File: config.mk
export PLATFORM = sky130hd
export DESIGN_NAME = asi_serial_interface
export DESIGN_NICKNAME = d
export VERILOG_FILES = /design/src/hw/asi_pkg.sv /design/src/hw/asi_serial_interface.sv
export SDC_FILE = /design/constraint.sdc
export NUM_CORES = 1
export LEC_CHECK = 0
export CAP_MARGIN = 20
export CORE_MARGIN = 2
export CORE_UTILIZATION = 35
export CTS_CLUSTER_SIZE = 25
export DETAILED_ROUTE_END_ITERATION = 10
export DONT_BUFFER_PORTS = 1
export PLACE_DENSITY = 0.54
export SLEW_MARGIN = 20
export SYNTH_ARGS = -nofsm -noshare
export SYNTH_HDL_FRONTEND = slang
export SYNTH_SLANG_ARGS = --single-unit
File: constraint.sdc
create_clock -name clock_in -period 2.7 [get_ports clock_in]
set_input_delay 0.135 -clock clock_in [delete_from_list [all_inputs] [get_ports clock_in]]
set_output_delay 0.135 -clock clock_in [all_outputs]
set_load 0.05 [all_outputs]
File: src/hw/asi_pkg.sv
// constants, register layouts and state codes of the async serial interface
// assumes an 8-bit register port with a 3-bit address, single bus clock
package asi_pkg;
    localparam logic [2:0] ASI_OFS_DATA = 3'h0;
    localparam logic [2:0] ASI_OFS_CTRL_ONE = 3'h1;
    localparam logic [2:0] ASI_OFS_CTRL_TWO = 3'h2;
    localparam logic [2:0] ASI_OFS_STATUS = 3'h3;
    localparam logic [2:0] ASI_OFS_RATE = 3'h4;
    localparam logic [7:0] ASI_RST_CTRL = 8'h00;
    localparam logic [7:0] ASI_RST_STATUS = 8'hc0;
    localparam logic [7:0] ASI_RST_RATE = 8'h00;
    localparam logic [7:0] ASI_RST_DATA = 8'h00;
    // shared prescaler divisors, one per prescale code
    localparam logic [3:0] ASI_PRE_DIV_0 = 4'h1;
    localparam logic [3:0] ASI_PRE_DIV_1 = 4'h3;
    localparam logic [3:0] ASI_PRE_DIV_2 = 4'h5;
    localparam logic [3:0] ASI_PRE_DIV_3 = 4'h7;
    localparam logic [3:0] ASI_SUB_LAST = 4'hf;
    localparam logic [4:0] ASI_RT_FIRST = 5'h01;
    localparam logic [4:0] ASI_RT_AFTER_EDGE = 5'h02;
    localparam logic [4:0] ASI_RT_VER_A = 5'h03;
    localparam logic [4:0] ASI_RT_VER_B = 5'h05;
    localparam logic [4:0] ASI_RT_VER_C = 5'h07;
    localparam logic [4:0] ASI_RT_VOTE_A = 5'h08;
    localparam logic [4:0] ASI_RT_VOTE_B = 5'h09;
    localparam logic [4:0] ASI_RT_VOTE_C = 5'h0a;
    localparam logic [4:0] ASI_RT_LAST = 5'h10;
    localparam logic [3:0] ASI_FRAME_LEN_8 = 4'ha;
    localparam logic [3:0] ASI_FRAME_LEN_9 = 4'hb;

    typedef struct packed {
        logic rx_bit8;
        logic tx_bit8;
        logic unused5;
        logic word_nine;
        logic wake_addr;
        logic clk_pol;
        logic clk_pha;
        logic last_clk;
    } asi_ctrl_one_t;

    typedef struct packed {
        logic tx_empty_ie;
        logic tx_done_irq_enable;
        logic rx_ie;
        logic idle_ie;
        logic tx_on_bit;
        logic rx_on_bit;
        logic receiver_sleep_bit;
        logic break_send_bit;
    } asi_ctrl_two_t;

    typedef struct packed {
        logic tx_buffer_empty_flag;
        logic transmit_complete_flag;
        logic rx_buffer_full_flag;
        logic idle_flag;
        logic overrun_flag;
        logic noise_flag;
        logic framing_error_flag;
        logic unused0;
    } asi_status_t;

    typedef struct packed {
        logic shared_prescale_high;
        logic shared_prescale_low;
        logic [2:0] tx_rate_select;
        logic [2:0] rx_rate_select;
    } asi_rate_t;

    typedef enum logic [1:0] {
        TX_IDLE = 2'b00,
        TX_DATA = 2'b01,
        TX_PRE = 2'b10,
        TX_BRK = 2'b11
    } asi_tx_state_t;

    typedef enum logic {
        RX_IDLE = 1'b0,
        RX_FRAME = 1'b1
    } asi_rx_state_t;
endpackage : asi_pkg

File: src/hw/asi_serial_interface.sv
// full-duplex async serial interface: rate generator, transmitter with shift clock,
// oversampling receiver, register port
// assumes synchronous inputs and a master that never waits for the slave
// How it works
// transmitter and receiver run independently, own rate selects, shared prescaler and format.
// frame is low start, eight or nine data bits, high stop; line idles high.
// data bits go out and come in least significant bit first.
// shift clock pulses only on data bits; last-bit option, polarity and phase selectable.
// data write starts sending; load into shifter on bit clock sets buffer-empty flag.
// character done with nothing pending sets transmit-complete flag.
// transmitter disabled after shifter drained also sets transmit-complete flag.
// disabling mid-character finishes that character before releasing the output pin.
// received character moved to data register on rx clock sets buffer-full flag.
// data register read returns last received character while receiver enabled.
// status holds overrun, noise and framing error flags of received characters.
// idle flag only after a valid character since the previous idle.
// two prescaler bits plus two three-bit selectors give thirty-two rates.
// any transmit rate allows all eight receive rates.
// transmitter has a fixed divide-by-16 matching receiver oversampling.
// software should change rates only with both directions disabled.
// break is a whole frame of zeros, ten or eleven bits.
// noise as short as one sixteenth bit time is caught by the noise flag if it hits a sample tick (3, 5, 7 of the start bit, 8, 9, 10 of any bit).
// one data address: writes go to transmit buffer, reads from receive buffer.
// control one holds wake method and word length; control two enables, sleep, break.
// sixteen ticks per bit, majority of ticks 8, 9, 10, noise on disagreement.
// start edge verified by three samples, two zeros accept, any one flags noise.
// sleeping receiver sets no receive flags; hardware clears sleep on wake.
// sleeper wakes on a full idle frame or on a character with top bit set.
// break bit sends zero frames after current character, then line returns high.
module asi_serial_interface
    import asi_pkg::*;
(
    input wire logic clock_in,
    input wire logic rst_b_in,
    input wire logic [2:0] addr_in,
    input wire logic [7:0] wdata_in,
    input wire logic wr_in,
    input wire logic rd_in,
    output logic [7:0] rdata_out,
    output logic irq_out,
    input wire logic serial_in_pin,
    output logic tx_out,
    output logic tx_oe_b_out,
    output logic sclk_out,
    output logic sclk_oe_b_out
);
    asi_ctrl_one_t c1;
    asi_ctrl_two_t c2;
    asi_status_t st;
    asi_rate_t rate;
    logic [7:0] tdr;
    logic [7:0] rdr;
    logic st_armed;
    logic pre_pend;

    // rate generator
    logic [3:0] pre_div;
    logic [3:0] pre_cnt;
    logic pre_tick;
    logic [6:0] rate_cnt;
    logic [6:0] rx_mask;
    logic [6:0] tx_mask;
    logic rx_rt_tick;
    logic tx_rt_tick;
    logic [3:0] tx_sub;
    logic tx_bit_tick;

    always_comb begin
        unique case ({rate.shared_prescale_high, rate.shared_prescale_low})
            2'b00: pre_div = ASI_PRE_DIV_0;
            2'b01: pre_div = ASI_PRE_DIV_1;
            2'b10: pre_div = ASI_PRE_DIV_2;
            2'b11: pre_div = ASI_PRE_DIV_3;
        endcase
    end

    assign pre_tick = (pre_cnt == pre_div - 4'h1);
    assign rx_mask = 7'((8'h01 << rate.rx_rate_select) - 8'h01);
    assign tx_mask = 7'((8'h01 << rate.tx_rate_select) - 8'h01);
    assign rx_rt_tick = pre_tick && ((rate_cnt & rx_mask) == rx_mask);
    assign tx_rt_tick = pre_tick && ((rate_cnt & tx_mask) == tx_mask);
    assign tx_bit_tick = tx_rt_tick && (tx_sub == ASI_SUB_LAST);

    // rates change glitchlessly only if both directions are off
    always_ff @(posedge clock_in or negedge rst_b_in) begin
        if (!rst_b_in) begin
            pre_cnt <= 4'h0;
            rate_cnt <= 7'h00;
            tx_sub <= 4'h0;
        end else begin
            pre_cnt <= pre_tick ? 4'h0 : pre_cnt + 4'h1;
            if (pre_tick) begin
                rate_cnt <= rate_cnt + 7'h01;
            end
            if (tx_rt_tick) begin
                tx_sub <= tx_sub + 4'h1;
            end
        end
    end

    // transmitter
    asi_tx_state_t tx_state;
    asi_tx_state_t next_kind;
    logic [10:0] frame_sr;
    logic [3:0] tx_idx;
    logic [3:0] tx_last;
    logic frame_end;
    logic tx_step;
    logic tx_load;
    logic sclk_en;

    always_comb begin
        if (!c2.tx_on_bit) begin
            next_kind = TX_IDLE;
        end else if (pre_pend) begin
            next_kind = TX_PRE;
        end else if (!st.tx_buffer_empty_flag) begin
            next_kind = TX_DATA;
        end else if (c2.break_send_bit) begin
            next_kind = TX_BRK;
        end else begin
            next_kind = TX_IDLE;
        end
    end

    assign frame_end = tx_bit_tick && (tx_state != TX_IDLE) && (tx_idx == tx_last);
    assign tx_step = tx_bit_tick && ((tx_state == TX_IDLE) || frame_end);
    assign tx_load = tx_step && (next_kind == TX_DATA);
    assign sclk_en = (tx_state == TX_DATA) && (tx_idx != 4'h0) && (tx_idx < tx_last)
        && ((tx_idx != tx_last - 4'h1) || c1.last_clk);

    always_ff @(posedge clock_in or negedge rst_b_in) begin
        if (!rst_b_in) begin
            tx_state <= TX_IDLE;
            frame_sr <= 11'h7ff;
            tx_idx <= 4'h0;
            tx_last <= ASI_FRAME_LEN_8 - 4'h1;
        end else if (tx_step) begin
            tx_state <= next_kind;
            tx_idx <= 4'h0;
            tx_last <= (c1.word_nine ? ASI_FRAME_LEN_9 : ASI_FRAME_LEN_8) - 4'h1;
            unique case (next_kind)
                TX_DATA: frame_sr <= c1.word_nine ? {1'b1, c1.tx_bit8, tdr, 1'b0}
                    : {2'b11, tdr, 1'b0};
                TX_PRE: frame_sr <= 11'h7ff;
                TX_BRK: frame_sr <= 11'h000;
                TX_IDLE: frame_sr <= 11'h7ff;
            endcase
        end else if (tx_bit_tick && tx_state != TX_IDLE) begin
            frame_sr <= {1'b1, frame_sr[10:1]};
            tx_idx <= tx_idx + 4'h1;
        end
    end

    // pins: enable low while driving; shifter keeps the pin until its frame ends
    always_ff @(posedge clock_in or negedge rst_b_in) begin
        if (!rst_b_in) begin
            tx_out <= 1'b1;
            tx_oe_b_out <= 1'b1;
            sclk_out <= 1'b0;
            sclk_oe_b_out <= 1'b1;
        end else begin
            tx_out <= (tx_state == TX_IDLE) ? 1'b1 : frame_sr[0];
            tx_oe_b_out <= !(c2.tx_on_bit || tx_state != TX_IDLE);
            sclk_oe_b_out <= !(c2.tx_on_bit || tx_state != TX_IDLE);
            sclk_out <= c1.clk_pol ^ (sclk_en & (tx_sub[3] ^ c1.clk_pha));
        end
    end

    // receiver
    asi_rx_state_t rx_state;
    logic [4:0] rx_rt;
    logic [3:0] rx_bit;
    logic [3:0] rx_last;
    logic [1:0] zeros;
    logic [1:0] zsum;
    logic v8;
    logic v9;
    logic maj;
    logic disagree;
    logic fnoise;
    logic armed;
    logic [8:0] rx_sr;
    logic rx_done;
    logic rx_accept;
    logic wake_now;
    logic [7:0] idle_cnt;
    logic [7:0] idle_target;
    logic idle_evt;
    logic char_seen;

    assign rx_last = (c1.word_nine ? ASI_FRAME_LEN_9 : ASI_FRAME_LEN_8) - 4'h1;
    assign zsum = zeros + {1'b0, !serial_in_pin};
    assign maj = (v8 & v9) | (v8 & serial_in_pin) | (v9 & serial_in_pin);
    assign disagree = !((v8 == v9) && (v9 == serial_in_pin));
    assign rx_done = rx_rt_tick && (rx_state == RX_FRAME) && (rx_rt == ASI_RT_VOTE_C)
        && (rx_bit == rx_last);
    assign wake_now = c2.receiver_sleep_bit && c1.wake_addr && rx_sr[8];
    assign rx_accept = rx_done && (!c2.receiver_sleep_bit || wake_now);
    assign idle_target = {c1.word_nine ? ASI_FRAME_LEN_9 : ASI_FRAME_LEN_8, 4'h0};
    assign idle_evt = rx_rt_tick && c2.rx_on_bit && (rx_state == RX_IDLE) && serial_in_pin
        && (idle_cnt == idle_target - 8'h01);

    always_ff @(posedge clock_in or negedge rst_b_in) begin
        if (!rst_b_in) begin
            rx_state <= RX_IDLE;
            rx_rt <= ASI_RT_FIRST;
            rx_bit <= 4'h0;
            zeros <= 2'h0;
            v8 <= 1'b1;
            v9 <= 1'b1;
            fnoise <= 1'b0;
            armed <= 1'b0;
            rx_sr <= 9'h000;
        end else if (!c2.rx_on_bit) begin
            rx_state <= RX_IDLE;
            armed <= 1'b0;
        end else if (rx_rt_tick) begin
            unique case (rx_state)
                RX_IDLE: begin
                    armed <= serial_in_pin;
                    if (armed && !serial_in_pin) begin
                        rx_state <= RX_FRAME;
                        rx_rt <= ASI_RT_AFTER_EDGE;
                        rx_bit <= 4'h0;
                        zeros <= 2'h0;
                        fnoise <= 1'b0;
                    end
                end
                RX_FRAME: begin
                    rx_rt <= rx_rt + 5'h01;
                    if (rx_bit == 4'h0 && (rx_rt == ASI_RT_VER_A || rx_rt == ASI_RT_VER_B
                        || rx_rt == ASI_RT_VER_C)) begin
                        zeros <= zsum;
                        if (serial_in_pin) begin
                            fnoise <= 1'b1;
                        end
                        if (rx_rt == ASI_RT_VER_C && zsum < 2'h2) begin
                            rx_state <= RX_IDLE;
                        end
                    end
                    if (rx_rt == ASI_RT_VOTE_A) begin
                        v8 <= serial_in_pin;
                    end
                    if (rx_rt == ASI_RT_VOTE_B) begin
                        v9 <= serial_in_pin;
                    end
                    if (rx_rt == ASI_RT_VOTE_C) begin
                        if (disagree) begin
                            fnoise <= 1'b1;
                        end
                        if (rx_bit == 4'h0 && maj) begin
                            rx_state <= RX_IDLE;
                        end else if (rx_bit == rx_last) begin
                            rx_state <= RX_IDLE;
                            armed <= maj; // after a break the line must go high first
                        end else if (rx_bit != 4'h0) begin
                            rx_sr <= {maj, rx_sr[8:1]};
                        end
                    end
                    if (rx_rt == ASI_RT_LAST) begin
                        rx_rt <= ASI_RT_FIRST;
                        rx_bit <= rx_bit + 4'h1;
                    end
                end
            endcase
        end
    end

    always_ff @(posedge clock_in or negedge rst_b_in) begin
        if (!rst_b_in) begin
            idle_cnt <= 8'h00;
            char_seen <= 1'b0;
        end else begin
            if (rx_state != RX_IDLE || !c2.rx_on_bit) begin
                idle_cnt <= 8'h00;
            end else if (rx_rt_tick) begin
                if (!serial_in_pin) begin
                    idle_cnt <= 8'h00;
                end else if (idle_cnt != idle_target) begin
                    idle_cnt <= idle_cnt + 8'h01;
                end
            end
            if (rx_accept) begin
                char_seen <= 1'b1;
            end else if (idle_evt) begin
                char_seen <= 1'b0;
            end
        end
    end

    // register port
    logic rd_data;
    logic wr_data;
    assign rd_data = rd_in && (addr_in == ASI_OFS_DATA);
    assign wr_data = wr_in && (addr_in == ASI_OFS_DATA);

    always_ff @(posedge clock_in or negedge rst_b_in) begin
        if (!rst_b_in) begin
            c1 <= ASI_RST_CTRL;
            c2 <= ASI_RST_CTRL;
            rate <= ASI_RST_RATE;
            tdr <= ASI_RST_DATA;
        end else begin
            if (wr_data) begin
                tdr <= wdata_in;
            end
            if (wr_in && addr_in == ASI_OFS_CTRL_ONE) begin
                c1 <= {c1.rx_bit8, wdata_in[6:0]};
            end else if (rx_accept && c1.word_nine) begin
                c1.rx_bit8 <= rx_sr[8];
            end
            if (wr_in && addr_in == ASI_OFS_CTRL_TWO) begin
                c2 <= wdata_in;
            end else if ((rx_done && wake_now)
                || (idle_evt && c2.receiver_sleep_bit && !c1.wake_addr)) begin
                c2.receiver_sleep_bit <= 1'b0;
            end
            if (wr_in && addr_in == ASI_OFS_RATE) begin
                rate <= wdata_in;
            end
        end
    end

    always_ff @(posedge clock_in or negedge rst_b_in) begin
        if (!rst_b_in) begin
            pre_pend <= 1'b0;
        end else if (wr_in && addr_in == ASI_OFS_CTRL_TWO && wdata_in[3] && !c2.tx_on_bit) begin
            pre_pend <= 1'b1;
        end else if (tx_step && next_kind == TX_PRE) begin
            pre_pend <= 1'b0;
        end
    end

    // flags: hardware set wins over a clear in the same cycle
    logic clr_rx;
    assign clr_rx = rd_data && st_armed;

    always_ff @(posedge clock_in or negedge rst_b_in) begin
        if (!rst_b_in) begin
            st <= ASI_RST_STATUS;
            rdr <= ASI_RST_DATA;
            st_armed <= 1'b0;
        end else begin
            if (rd_in && addr_in == ASI_OFS_STATUS) begin
                st_armed <= 1'b1;
            end else if (rd_data || wr_data) begin
                st_armed <= 1'b0;
            end
            st.tx_buffer_empty_flag <= tx_load || (st.tx_buffer_empty_flag && !wr_data);
            st.transmit_complete_flag <= (frame_end && next_kind == TX_IDLE)
                || (st.transmit_complete_flag && !wr_data);
            // a character landing on the clearing read is kept, not counted as overrun
            st.rx_buffer_full_flag <= rx_accept
                || (st.rx_buffer_full_flag && !clr_rx);
            st.overrun_flag <= (rx_accept && st.rx_buffer_full_flag && !clr_rx)
                || (st.overrun_flag && !clr_rx);
            st.noise_flag <= (rx_accept && (fnoise || disagree))
                || (st.noise_flag && !clr_rx);
            st.framing_error_flag <= (rx_accept && !maj)
                || (st.framing_error_flag && !clr_rx);
            st.idle_flag <= (idle_evt && char_seen && !c2.receiver_sleep_bit)
                || (st.idle_flag && !clr_rx);
            st.unused0 <= 1'b0;
            if (rx_accept && (!st.rx_buffer_full_flag || clr_rx)) begin
                rdr <= c1.word_nine ? rx_sr[7:0] : rx_sr[8:1];
            end
        end
    end

    always_ff @(posedge clock_in or negedge rst_b_in) begin
        if (!rst_b_in) begin
            rdata_out <= 8'h00;
            irq_out <= 1'b0;
        end else begin
            irq_out <= (st.tx_buffer_empty_flag && c2.tx_empty_ie)
                || (st.transmit_complete_flag && c2.tx_done_irq_enable)
                || ((st.rx_buffer_full_flag || st.overrun_flag) && c2.rx_ie)
                || (st.idle_flag && c2.idle_ie);
            rdata_out <= 8'h00;
            if (rd_in) begin
                unique case (addr_in)
                    ASI_OFS_DATA: rdata_out <= c2.rx_on_bit ? rdr : 8'h00;
                    ASI_OFS_CTRL_ONE: rdata_out <= c1;
                    ASI_OFS_CTRL_TWO: rdata_out <= c2;
                    ASI_OFS_STATUS: rdata_out <= st;
                    ASI_OFS_RATE: rdata_out <= rate;
                    default: rdata_out <= 8'h00;
                endcase
            end
        end
    end
endmodule : asi_serial_interface

# Yosys cells after proc, flatten, opt, wreduce, memory -nomap -nowiden
# Index checks and enable logic that the tools add are counted.
# W data, S select, Z words.
[op_classes]
n_lt_le_gt_ge = 2
n_eq_ne = 37
add_sub_neg = 14
shift = 2
bitwise_logic = 14
mux = 60
n_reduce_logical = 115
[ops]
columns = ["cell", "n"]
rows = [
  ["$logic_and A1 B1 Y1", 58],
  ["$mux W8", 7],
  ["$pmux W8 S5", 1],
  ["$pmux W11 S3", 1],
  ["$mux W1", 28],
  ["$logic_or A1 B1 Y1", 22],
  ["$mux W11", 2],
  ["$mux W4", 5],
  ["$reduce_and A4 Y1", 5],
  ["$add A4 B1 Y4 const B", 4],
  ["$pmux W4 S4", 1],
  ["$eq A5 B4 Y1 const B", 3],
  ["$and A7 B7 Y7", 2],
  ["$eq A7 B7 Y1", 2],
  ["$reduce_bool A2 Y1", 7],
  ["$shl A1 B3 Y7 const A", 2],
  ["$sub A7 B1 Y7 const B", 2],
  ["$eq A4 B4 Y1", 3],
  ["$mux W2", 6],
  ["$sub A4 B1 Y4 const B", 3],
  ["$logic_not A1 Y1", 11],
  ["$eq A5 B3 Y1 const B", 2],
  ["$mux W10", 1],
  ["$mux W5", 2],
  ["other kinds (39)", 64],
]
[totals]
output_inout_bits = 13
input_bits = 16
word_cells = 298
register_bits = 131

# Longest topological paths before layout
# Gate-level depths: netlist (run 1).
[depth]
depth_word = 14
mapped_depth = 13
mapped_depth_nobuf = 9

# Worst setup path before layout (run 1)
# No wires, ideal clock.
[synth_path]
path_type = "reg-to-reg"
startpoint = "reg rate[1] (netlist name)"
endpoint = "reg idle_cnt[3]"
setup_time_ns = 0.122
path_stages_with_launch = 14
slack_ns = 0.372
path_buffers = 4
t_arrival_ns = 2.206
cell_sequence = "dfrtp_1 buf_2 nor2_1 nand2_1 ha_1 nor2b_1 mux2i_1 and4_1 buf_4 and2_1 buf_2 buf_4 o21ai_1 a32o_1"
[synth_between]
elab_chain_len = 7
[synth_lines]
columns = ["element", "line", "rtl"]
rows = [
  ["start: declaration", "asi_serial_interface.sv:50", "asi_rate_t rate;"],
  ["start signal: assignment", "asi_serial_interface.sv:320", "rate <= wdata_in;"],
  ["$shl A1 B3 Y7 *", "asi_serial_interface.sv:78", "assign rx_mask = 7'((8'h01 << rate.rx_rate_select) - 8'h01);"],
  ["$sub A7 B1 Y7 *", "asi_serial_interface.sv:78", ""],
  ["$and A7 B7 Y7", "asi_serial_interface.sv:80", "assign rx_rt_tick = pre_tick && ((rate_cnt & rx_mask) == rx_mask);"],
  ["$eq A7 B7 Y1 *", "asi_serial_interface.sv:80", ""],
  ["$logic_and A1 B1 Y1 *", "asi_serial_interface.sv:80", ""],
  ["$reduce_bool A2 Y1 (no line) *", "--", ""],
  ["$reduce_and A2 Y1 (no line) *", "--", ""],
  ["end signal: assignment", "asi_serial_interface.sv:281", "idle_cnt <= idle_cnt + 8'h01;"],
  ["end: declaration", "asi_serial_interface.sv:187", "logic [7:0] idle_cnt;"],
]
# Mark *: on every way between the ends. The rest lies on a longest branch, timed or not.
# A chain may end at the register's enable or synchronous reset.

# Worst setup path after layout (run 1)
[layout_path]
startpoint = "reg rate[2] (netlist name)"
endpoint = "reg rx_sr[3]"
[layout_between]
elab_chain_len = 6
[layout_lines]
columns = ["element", "line", "rtl"]
rows = [
  ["$shl A1 B3 Y7 *", "asi_serial_interface.sv:78", ""],
  ["$sub A7 B1 Y7 *", "asi_serial_interface.sv:78", ""],
  ["$and A7 B7 Y7", "asi_serial_interface.sv:80", ""],
  ["$eq A7 B7 Y1 *", "asi_serial_interface.sv:80", ""],
  ["$logic_and A1 B1 Y1 *", "asi_serial_interface.sv:80", ""],
  ["$reduce_and A7 Y1 (no line) *", "--", ""],
  ["end signal: assignment", "asi_serial_interface.sv:258", "rx_sr <= {maj, rx_sr[8:1]};"],
  ["end: declaration", "asi_serial_interface.sv:183", "logic [8:0] rx_sr;"],
]
# Marks and branches as above.

==> qor.yml, run 1 <==
grtUsageMet3: 0.0469
place_hpwl_um: 11300
syn-instance-count: 663
synth_area_leader_cell: "dfrtp_1"
max-vdd-ir-drop_mv: 0.475
setup-tns-final_ns: 0
cts_tree: "built"
clkTransAtPathRegs_ns: 0.06
placed_cell_area_um2: 7110
numCtsBuffers: 17
n_antenna_cell: 0
p_leak_nw: 3.38
netlist_area_um2: 6780
cp-start-kind: "flip-flop"
power.density_nw_per_um2: 733
portBuffers: 0
drive_gt1_frac: 0.184
synth.most_common_cell: "dfrtp_1"
ys_seq_elements: 129
slowest_stage: "mux2_2"
setup_ws_ns: 0.188
path_class: "reg2reg"
syn2layout_area_growth_pct: 16.6
first_pass_iters: 5
synth_common_cells: "110 x dfrtp_1, 73 x nand2_1, 46 x mux2_2, 46 x nor2_1, 41 x o21ai_0"
hold_path_class: "in2async"
cts-root-buf: "clkbuf_16"
grt_usage: 0.172
vias: 5119
setup_viol: 0
crit_start: "rate[2]"
synth_edf_count: 0
io_pins: 29
required_ns: 3.01
max-clock-path-buffers: 2
worst-path-buf-inv: 1
critPathMaxStageDelay_ns: 0.39
fin_nets: 720
core_area_um2: 18800
violations: "negative hold slack"
first_iter_violations: 402
die_w_um: 143
wl_per_cell_um: 17.5
slew_violations: 0
start_util: 0.360
top_usage_layer: "met2"
end_kind: "flip-flop"
synthFlopType: "dfrtp_1"
drc: 0
ant_nets: 0
synth_area_leaders: "dfrtp_1 41%, mux2_2 7.6%, dfstp_2 7.4%"
overflow: 0
fp.dieH_um: 143
grt_pass1_wl_um: 27200
crit_chain: "nor2_1, nand2_1, ha_1, nor2b_1, mux2i_1, and4_2, buf_4, nand4_2, mux2_2"
rsz0062_at_grt: "no"
synth_fp_nets: 700
relSlewSlack: 0.337
post-place-ws_ns: 0.0590
ys.warnings.count: 0
grt_util_met1: 0.221
skew_ns: 0.00796
insertion_delay_ns: 0.42
fin_area_um2: 7910
yosysTopAreaCellShare: 0.406
critical_path.top_delay_family: "simple AND/OR/NAND/NOR gates"
finalCriticalPeriod_ns: 2.51
hold_slack_ns: -0.594
finalWirelength_um: 16700
ys_types: 72
dieArea_um2: 20500
grt_max_degree: 130
finalHoldViolCount: 129
seq_area_frac_synth: 0.479
r2r_start: "rate[2]"
drv_cap: 0
num_rows: 50
met2_usage: 0.281
status: "finished with violations"
period_share: 0.930
clock-sinks: 129
gp_congestion: 0.856
cp_data_arrival_time_ns: 2.82
clock_tree.htree_level_count: 4
antenna_found_initial: 0
synthArstFlopShare: 1.00
viasPerCell: 5.35
worstPathMaxFanout: 10
grt_pass1_vias: 5113
power_w: 0.00580
hold_buffers: 17
timing.fmax_mhz: 398
synth.avg_cell_area_um2: 10.2
tightest_slew_ns: 0.995
what timing repair did:
action,in CTS,in global routing
resized for setup,0,2
setup buffers,0,0
endpoints found under the setup margin,0,16
hold endpoints to repair,176,129
logic make-up after synthesis:
family                     count (synthesis)  synth area share
AOI/OAI and AO/OA                        150             0.152
xor gates and xnor gates                  18            0.0232
adders and majority gates                 21            0.0387
buffers and inverters                     58            0.0345
DFF                                      129             0.479
muxes                                     59            0.0959
and+or+nand+nor                          228             0.176
routing by layer:
| metal | up-vias | part of all wire |
|---|---|---|
| li1 | 2440 | - |
| met1 | 2543 | 0.45 |
| met2 | 113 | 0.49 |
| met3 | 23 | 0.042 |
| met4 | 0 | 0.015 |
| met5 | - | 0 |
final cells by class:
cell class              count  area [um2]
clock buffers              21         440
clock inverters            11         186
fillers                  1797       10900
inverters                  25        93.8
multi-input cells         476        3300
flip-flops and latches    129        3250
well taps                 260         325
repair buffers             34         310
power breakdown:
| group | internal [W] | total, W | switching [W] |
|---|---|---|---|
| registers | 0.00215 | 0.00245 | 0.000305 |
| clock network | 0.00163 | 0.00250 | 0.000864 |
| logic | 0.000412 | 0.000851 | 0.000439 |
path summary, 6_finish.rpt:
path / to / slack, ns / cells past startpoint
min in group clock_in: rx_sr[8] / 0.02 / 2
hold reg to reg: sclk_oe_b_out / 0.47 / 1
setup / recovery: rx_sr[3] / 0.19 / 9
max in group asynchronous: rx_rt[0] / 3.05 / 0
hold / removal: tx_idx[2] / -0.59 / 0
setup reg to reg: rx_sr[3] / 0.19 / 9
cell usage in the layout, fill, tap and decap left out, types with 4 or more instances in the layout:
cell and n:
o22ai_1 4, nand2b_1 10, a221oi_1 7, nor3b_1 5
o41ai_1 7, o31ai_1 7, nand3_1 16, xnor2_1 13
dfstp_2 19, mux2_2 46, a311oi_1 7, and3_1 8
ha_1 21, xor2_1 5, mux2i_1 11, buf_4 16
o21ai_0 41, inv_1 25, dlygate4sd3_1 17, a31oi_1 5
a32o_1 4, nand2_1 73, a21o_1 10, bufinv_16 5
clkinv_2 4, a22oi_1 7, nor3_1 10, nor2b_1 13
a21oi_1 20, and2_1 6, clkbuf_1 4, clkbuf_16 17
nor2_1 46, nand4_1 12, dfrtp_1 110, o21ai_1 8
flip-flops by register name, summed over array words and instances, names as in the netlist, 5 cells and up:
name	flops
st	7
c2	8
frame_sr	11
rx_rt	5
rx_sr	9
rdata_out	8
rate_cnt	7
idle_cnt	8
rdr	8
c1	8
tdr	8
rate	8
metrics by stage:
step                instances   util
floorplan                 663      -
global placement          907  0.377
detailed placement        907  0.377
CTS                       956  0.420
global route              956  0.420
finish                    956  0.420
Power figures use the tool's default switching activity.
==> inputs of run 2 (changes only) <==
--- a/config.mk
+++ b/config.mk
@@ -12,6 +12,7 @@
 export DETAILED_ROUTE_END_ITERATION = 10
 export DONT_BUFFER_PORTS = 1
 export PLACE_DENSITY = 0.54
+export REMOVE_ABC_BUFFERS = 1
 export SLEW_MARGIN = 20
 export SYNTH_ARGS = -nofsm -noshare
 export SYNTH_HDL_FRONTEND = slang
==> qor.yml, run 2 (synthesis results as in run 1) <==
relSlewSlack: 0.329  # -0.00803
r2r_start: "rate[4]"
numCtsBuffers: 17  # unchanged
clock_tree.htree_level_count: 4  # unchanged
grt_usage: 0.175  # +0.00302
insertion_delay_ns: 0.42  # about the same
hold_path_class: "in2async"
drive_gt1_frac: 0.188  # +0.00423
grt_pass1_wl_um: 27900  # +2.3%
portBuffers: 0  # unchanged
worst-path-buf-inv: 1  # unchanged
r2r_end: "tx_state[0]"
clkTransAtPathRegs_ns: 0.06  # about the same
power_w: 0.00552  # -4.9%
gp_congestion: 0.868  # +1.5%
io_pins: 29  # unchanged
cts_tree: "built"
setup_viol: 0  # unchanged
power.density_nw_per_um2: 705  # -3.8%
dp.cells: 904  # -0.33%
clock-sinks: 129  # unchanged
grt_max_degree: 130  # unchanged
grt_pass1_vias: 5282  # +3.3%
drv_cap: 0  # unchanged
fin_nets: 715  # -0.69%
max-clock-path-buffers: 2  # unchanged
first_iter_violations: 302  # -25%
path_class: "reg2reg"
place_hpwl_um: 11600  # +3.0%
hold_buffers: 15  # -2
slew_violations: 0  # unchanged
path_depth: 8  # -1
r2r_slack_ns: 0.16  # -0.03 ns
viasPerCell: 5.45  # +1.9%
setup_ws_ns: 0.161  # -0.0277 ns
post-place-ws_ns: 0.162  # +0.103 ns
first_pass_iters: 6  # +1
ant_nets: 0  # unchanged
instances_no_fill: 951  # -0.52%
multi_input_area_um2: 3310  # +0.27%
critical_path.top_delay_family: "simple AND/OR/NAND/NOR gates"
finalCriticalPeriod_ns: 2.54  # +0.0277 ns
status: "finished with violations"
antenna_found_initial: 1  # +1
finalHoldViolCount: 129  # unchanged
crit_start: "rate[4]"
end_kind: "flip-flop"
cp-start-kind: "flip-flop"
tightest_slew_ns: 1.01  # +0.0121 ns
cts-root-buf: "clkbuf_16"
n_antenna_cell: 0  # unchanged
die_w_um: 143  # unchanged
wl_per_cell_um: 17.7  # +1.2%
final_common_cell: "dfrtp_1"
finalWirelength_um: 16800  # +0.69%
worstPathMaxFanout: 9  # -1
drc: 0  # unchanged
reg2regPathDepth: 8  # -1
max-vdd-ir-drop_mv: 0.441  # -7.2%
syn2layout_area_growth_pct: 15.3
reg_top3: "frame_sr (11), rx_sr (9)"
core_area_um2: 18800  # unchanged
vias: 5187  # +1.3%
fillers: 1833  # +2.0%
seq_area_um2: 3250  # unchanged
critPathMaxStageDelay_ns: 0.47  # +0.08 ns
required_ns: 3.00  # about the same
num_rows: 50  # unchanged
hold_slack_ns: -0.591  # +0.00256 ns
violations: "negative hold slack"
regMostFlops: "frame_sr"
fp.dieH_um: 143  # unchanged
largest_register_ffs: 11  # unchanged
overflow: 0  # unchanged
dieArea_um2: 20500  # unchanged
period_share: 0.941  # +0.0103
slowest_stage: "dfrtp_1"
skew_ns: 0.00931  # +0.00134 ns
cp_data_arrival_time_ns: 2.84  # +0.02 ns
timing.fmax_mhz: 394  # -1.1%
setup-tns-final_ns: 0  # unchanged
crit_chain: "nor3_1, inv_1, ha_1, nand3b_1, o21ai_0, o31a_1, nand4_1, mux2_2"
rsz0062_at_grt: "no"
endpoint: "tx_state[0]"
start_util: 0.360  # unchanged
mostFrequentLayoutCells: "110 x dfrtp_1, 73 x nand2_1, 46 x mux2_2, 45 x nor2_1, 41 x o21ai_0"
p_leak_nw: 3.33  # -1.6%
[run 2: per-layer routing]
| layer | vias up | global-route usage | share of wire |
|---|---|---|---|
| met2 | 112 | 0.277 | 0.48 |
| met3 | 29 | 0.0423 | 0.044 |
| met5 | - | 0 | 0.00054 |
| li1 | 2432 | - | - |
| met1 | 2612 | 0.233 | 0.46 |
| met4 | 2 | 0.0619 | 0.020 |
[run 2: through the flow]
stage / hold WS, ns / area [um2] / utilization
after floorplan: -0.161 / 6640 / -
after global placement: -0.154 / 7090 / 0.376
after detailed placement: -0.154 / 7090 / 0.376
after CTS: -0.610 / 7810 / 0.415
after global routing: -0.613 / 7820 / 0.415
final: -0.591 / 7820 / 0.415
[run 2: worst min path at each step]
stage              from        end  slack, ns  cells past startpoint
4_1_cts        rst_b_in     tdr[0]      -0.61                      0
5_1_grt        rst_b_in     tdr[0]      -0.61                      0
3_3_place_gp   rst_b_in  tx_idx[3]      -0.15                      0
3_5_place_dp   rst_b_in     tdr[0]      -0.15                      0
2_1_floorplan  rst_b_in      armed      -0.16                      0
6_report       rst_b_in     tdr[0]      -0.59                      0
[run 2: power by group]
part           switching, W  leakage [nW]  internal, W
sequential         0.000331          1.62      0.00215
combinational      0.000420          1.43     0.000399
clock              0.000866         0.275      0.00135
total               0.00162          3.33      0.00390
[run 2: repair_timing]
action | CTS | global route
endpoints found under the hold margin | 177 | 129
gates resized for setup | 0 | 3
setup buffers | 0 | 0
endpoints found under the setup margin | 0 | 3
[run 2: final cells by class]
cell class,instances,area share
Sequential cell,129,0.416
Multi-Input combinational cell,476,0.423
Clock buffer,18,0.0549
Tap cell,260,0.0416
Timing Repair Buffer,29,0.0342
Inverter,25,0.0120
Clock inverter,14,0.0182
==> inputs of run 3 (changes only) <==
--- a/config.mk
+++ b/config.mk
@@ -11,7 +11,7 @@
 export CTS_CLUSTER_SIZE = 25
 export DETAILED_ROUTE_END_ITERATION = 10
 export DONT_BUFFER_PORTS = 1
-export PLACE_DENSITY = 0.54
+export PLACE_DENSITY = 0.56
 export REMOVE_ABC_BUFFERS = 1
 export SLEW_MARGIN = 20
 export SYNTH_ARGS = -nofsm -noshare
==> constraint.sdc (replaced) <==
create_clock -name clock_in -period 2.13 [get_ports clock_in]
set_input_delay 0.1065 -clock clock_in [delete_from_list [all_inputs] [get_ports clock_in]]
set_output_delay 0.1065 -clock clock_in [all_outputs]
set_load 0.05 [all_outputs]
==> qor.yml, run 3 (synthesis results as in run 1) <==
mostFrequentLayoutCells: "109 x dfrtp_1, 68 x nand2_1, 57 x buf_4, 43 x mux2_2, 39 x nor2_1"
fillers: 1721  # -6.1%
io_pins: 29  # unchanged
grt_util_met1: 0.237  # +0.00418
overflow: 0  # unchanged
slew_violations: 0  # unchanged
seq_area_um2: 3250  # about the same
max-vdd-ir-drop_mv: 0.582  # +32%
p_leak_nw: 3.75  # +13%
grt_pass1_wl_um: 29500  # +6.0%
grt_pass1_vias: 5580  # +5.6%
portBuffers: 0  # unchanged
n_antenna_cell: 0  # unchanged
regMostFlops: "frame_sr"
finalHoldViolCount: 129  # unchanged
period_share: 1.05  # +0.112
hold_slack_ns: -0.621  # -0.0292 ns
syn2layout_area_growth_pct: 28.4
power.density_nw_per_um2: 893  # +27%
rsz0062_at_grt: "yes"
worstPathMaxFanout: 5  # -4
num_rows: 50  # unchanged
grtUsageMet3: 0.0436  # +0.00134
met2_usage: 0.312  # +0.0348
clkTransAtPathRegs_ns: 0.06  # about the same
multi_input_area_um2: 3620  # +9.4%
wl_per_cell_um: 18.3  # +3.4%
core_area_um2: 18800  # unchanged
fin_nets: 771  # +7.8%
max-clock-path-buffers: 2  # unchanged
start_util: 0.360  # unchanged
cp-start-kind: "flip-flop"
fin_area_um2: 8710  # +11%
required_ns: 2.47  # -0.53 ns
p_seq_frac: 0.395  # -0.055
drv_cap: 0  # unchanged
dieArea_um2: 20500  # unchanged
end_kind: "flip-flop"
viasPerCell: 5.39  # -1.1%
top_usage_layer: "met2"
hold_path_class: "in2async"
switching_share: 0.284  # -0.00892
skew_ns: 0.00892  # -0.000384 ns
reg_top3: "frame_sr (11), rx_sr (9)"
setup_viol: 30  # +30
finalCriticalPeriod_ns: 2.24  # -0.298 ns
tightest_slew_ns: 0.768  # -0.239 ns
grt_usage: 0.187  # +0.0120
drive_gt1_frac: 0.321  # +0.133
largest_register_ffs: 11  # unchanged
place_hpwl_um: 12000  # +3.4%
hold_buffers: 16  # +1
grt_max_degree: 130  # unchanged
drc: 0  # unchanged
final_common_cell: "dfrtp_1"
status: "finished with violations"
first_iter_violations: 391  # +29%
setup_ws_ns: -0.111  # -0.272 ns
power.internal_w: 0.00557  # +43%
timing.fmax_mhz: 446  # +13%
relSlewSlack: 0.487  # +0.158
insertion_delay_ns: 0.43  # about the same
cts-root-buf: "clkbuf_16"
path_class: "reg2reg"
gp_congestion: 0.892  # +2.7%
violations: "negative hold slack, negative setup slack"
r2r_slack_ns: -0.11  # -0.27 ns
post-place-ws_ns: -0.218  # -0.380 ns
clock_tree.htree_level_count: 4  # unchanged
finalWirelength_um: 18400  # +9.5%
cts_tree: "built"
die_w_um: 143  # unchanged
vias: 5432  # +4.7%
fp.dieH_um: 143  # unchanged
pwr-share-comb: 0.191  # +0.043
antenna_found_initial: 0  # -1
clock-sinks: 129  # unchanged
first_pass_iters: 6  # unchanged
p_switching_w: 0.00221  # +37%
cp_data_arrival_time_ns: 2.58  # -0.26 ns
numCtsBuffers: 17  # unchanged
p_clk_frac: 0.414  # +0.012
placed_cell_area_um2: 7460  # +5.3%
ant_nets: 0  # unchanged
[run 3: cell types whose count changed in the layout (fill, tap and decap cells not counted), sizes merged]
cell         previous run  this run
buf                    14        68
bufinv                  2         5
clkinv                  9         6
clkbuf                 18        19
dlygate4sd3            15        16
[run 3: metrics by stage]
step / cells / hold WS, ns / utilization / setup TNS, ns / power, W
2_1_floorplan: 630 / -0.189 / - / -10.04 / 0.00382
3_3_place_gp: 951 / -0.182 / 0.396 / -1.34 / 0.00433
3_5_place_dp: 951 / -0.182 / 0.396 / -4.71 / 0.00439
4_1_cts: 1006 / -0.637 / 0.451 / -1.31 / 0.00774
5_1_grt: 1007 / -0.640 / 0.462 / -6.12 / 0.00810
6_report: 1007 / -0.621 / 0.462 / -1.34 / 0.00777
[run 3: layer usage]
metal | up-vias | share of wire
li1 | 2543 | -
met1 | 2727 | 0.44
met2 | 130 | 0.49
met3 | 32 | 0.043
met4 | 0 | 0.021
met5 | - | 0
[run 3: cell type report]
cell class,instances,share of cell area
multi-input cells,476,0.416
flip-flops and latches,129,0.374
repair buffers,85,0.0881
clock buffers,18,0.0493
well taps,260,0.0374
clock inverters,14,0.0246
inverters,25,0.0108
[run 3: path summary, 6_finish.rpt]
path | from | to | depth (start not counted)
max reg2reg | rate[2] | idle_cnt[7] | 10
min | rst_b_in | tx_last[1] | 0
min reg2reg | tx_state[0] | sclk_oe_b_out | 1
max in group asynchronous | rst_b_in | rx_rt[0] | 0
max | rate[2] | idle_cnt[7] | 10
min in group clock_in | serial_in_pin | fnoise | 4
[run 3: power by group through the flow]
stage	Combinational [W]	Sequential [W]	Clock, W
after floorplan	0.000737	0.00308	0
after detailed placement	0.00130	0.00309	0
final	0.00149	0.00307	0.00322
after CTS	0.00143	0.00306	0.00326
after global routing	0.00163	0.00311	0.00336
after global placement	0.00125	0.00308	0
[run 3: critical path, cell delays in order, from the launching register on]
cell and delay (ns):
dfrtp_1 0.41, nor2_4 0.16, nand2_2 0.09, ha_4 0.27, nor2_2 0.03, a31oi_1 0.17
and4_4 0.26, buf_6 0.12, nand2_4 0.07, or4_1 0.40, a31oi_1 0.16
[run 3: timing repair]
item / 4_1_cts / 5_1_grt
hold endpoints to repair: 177 / 129
setup buffers: 7 / 0
endpoints found under the setup margin: 53 / 69
resized for setup: 47 / 51
pin swaps: 19 / 15
cloned: 0 / 1
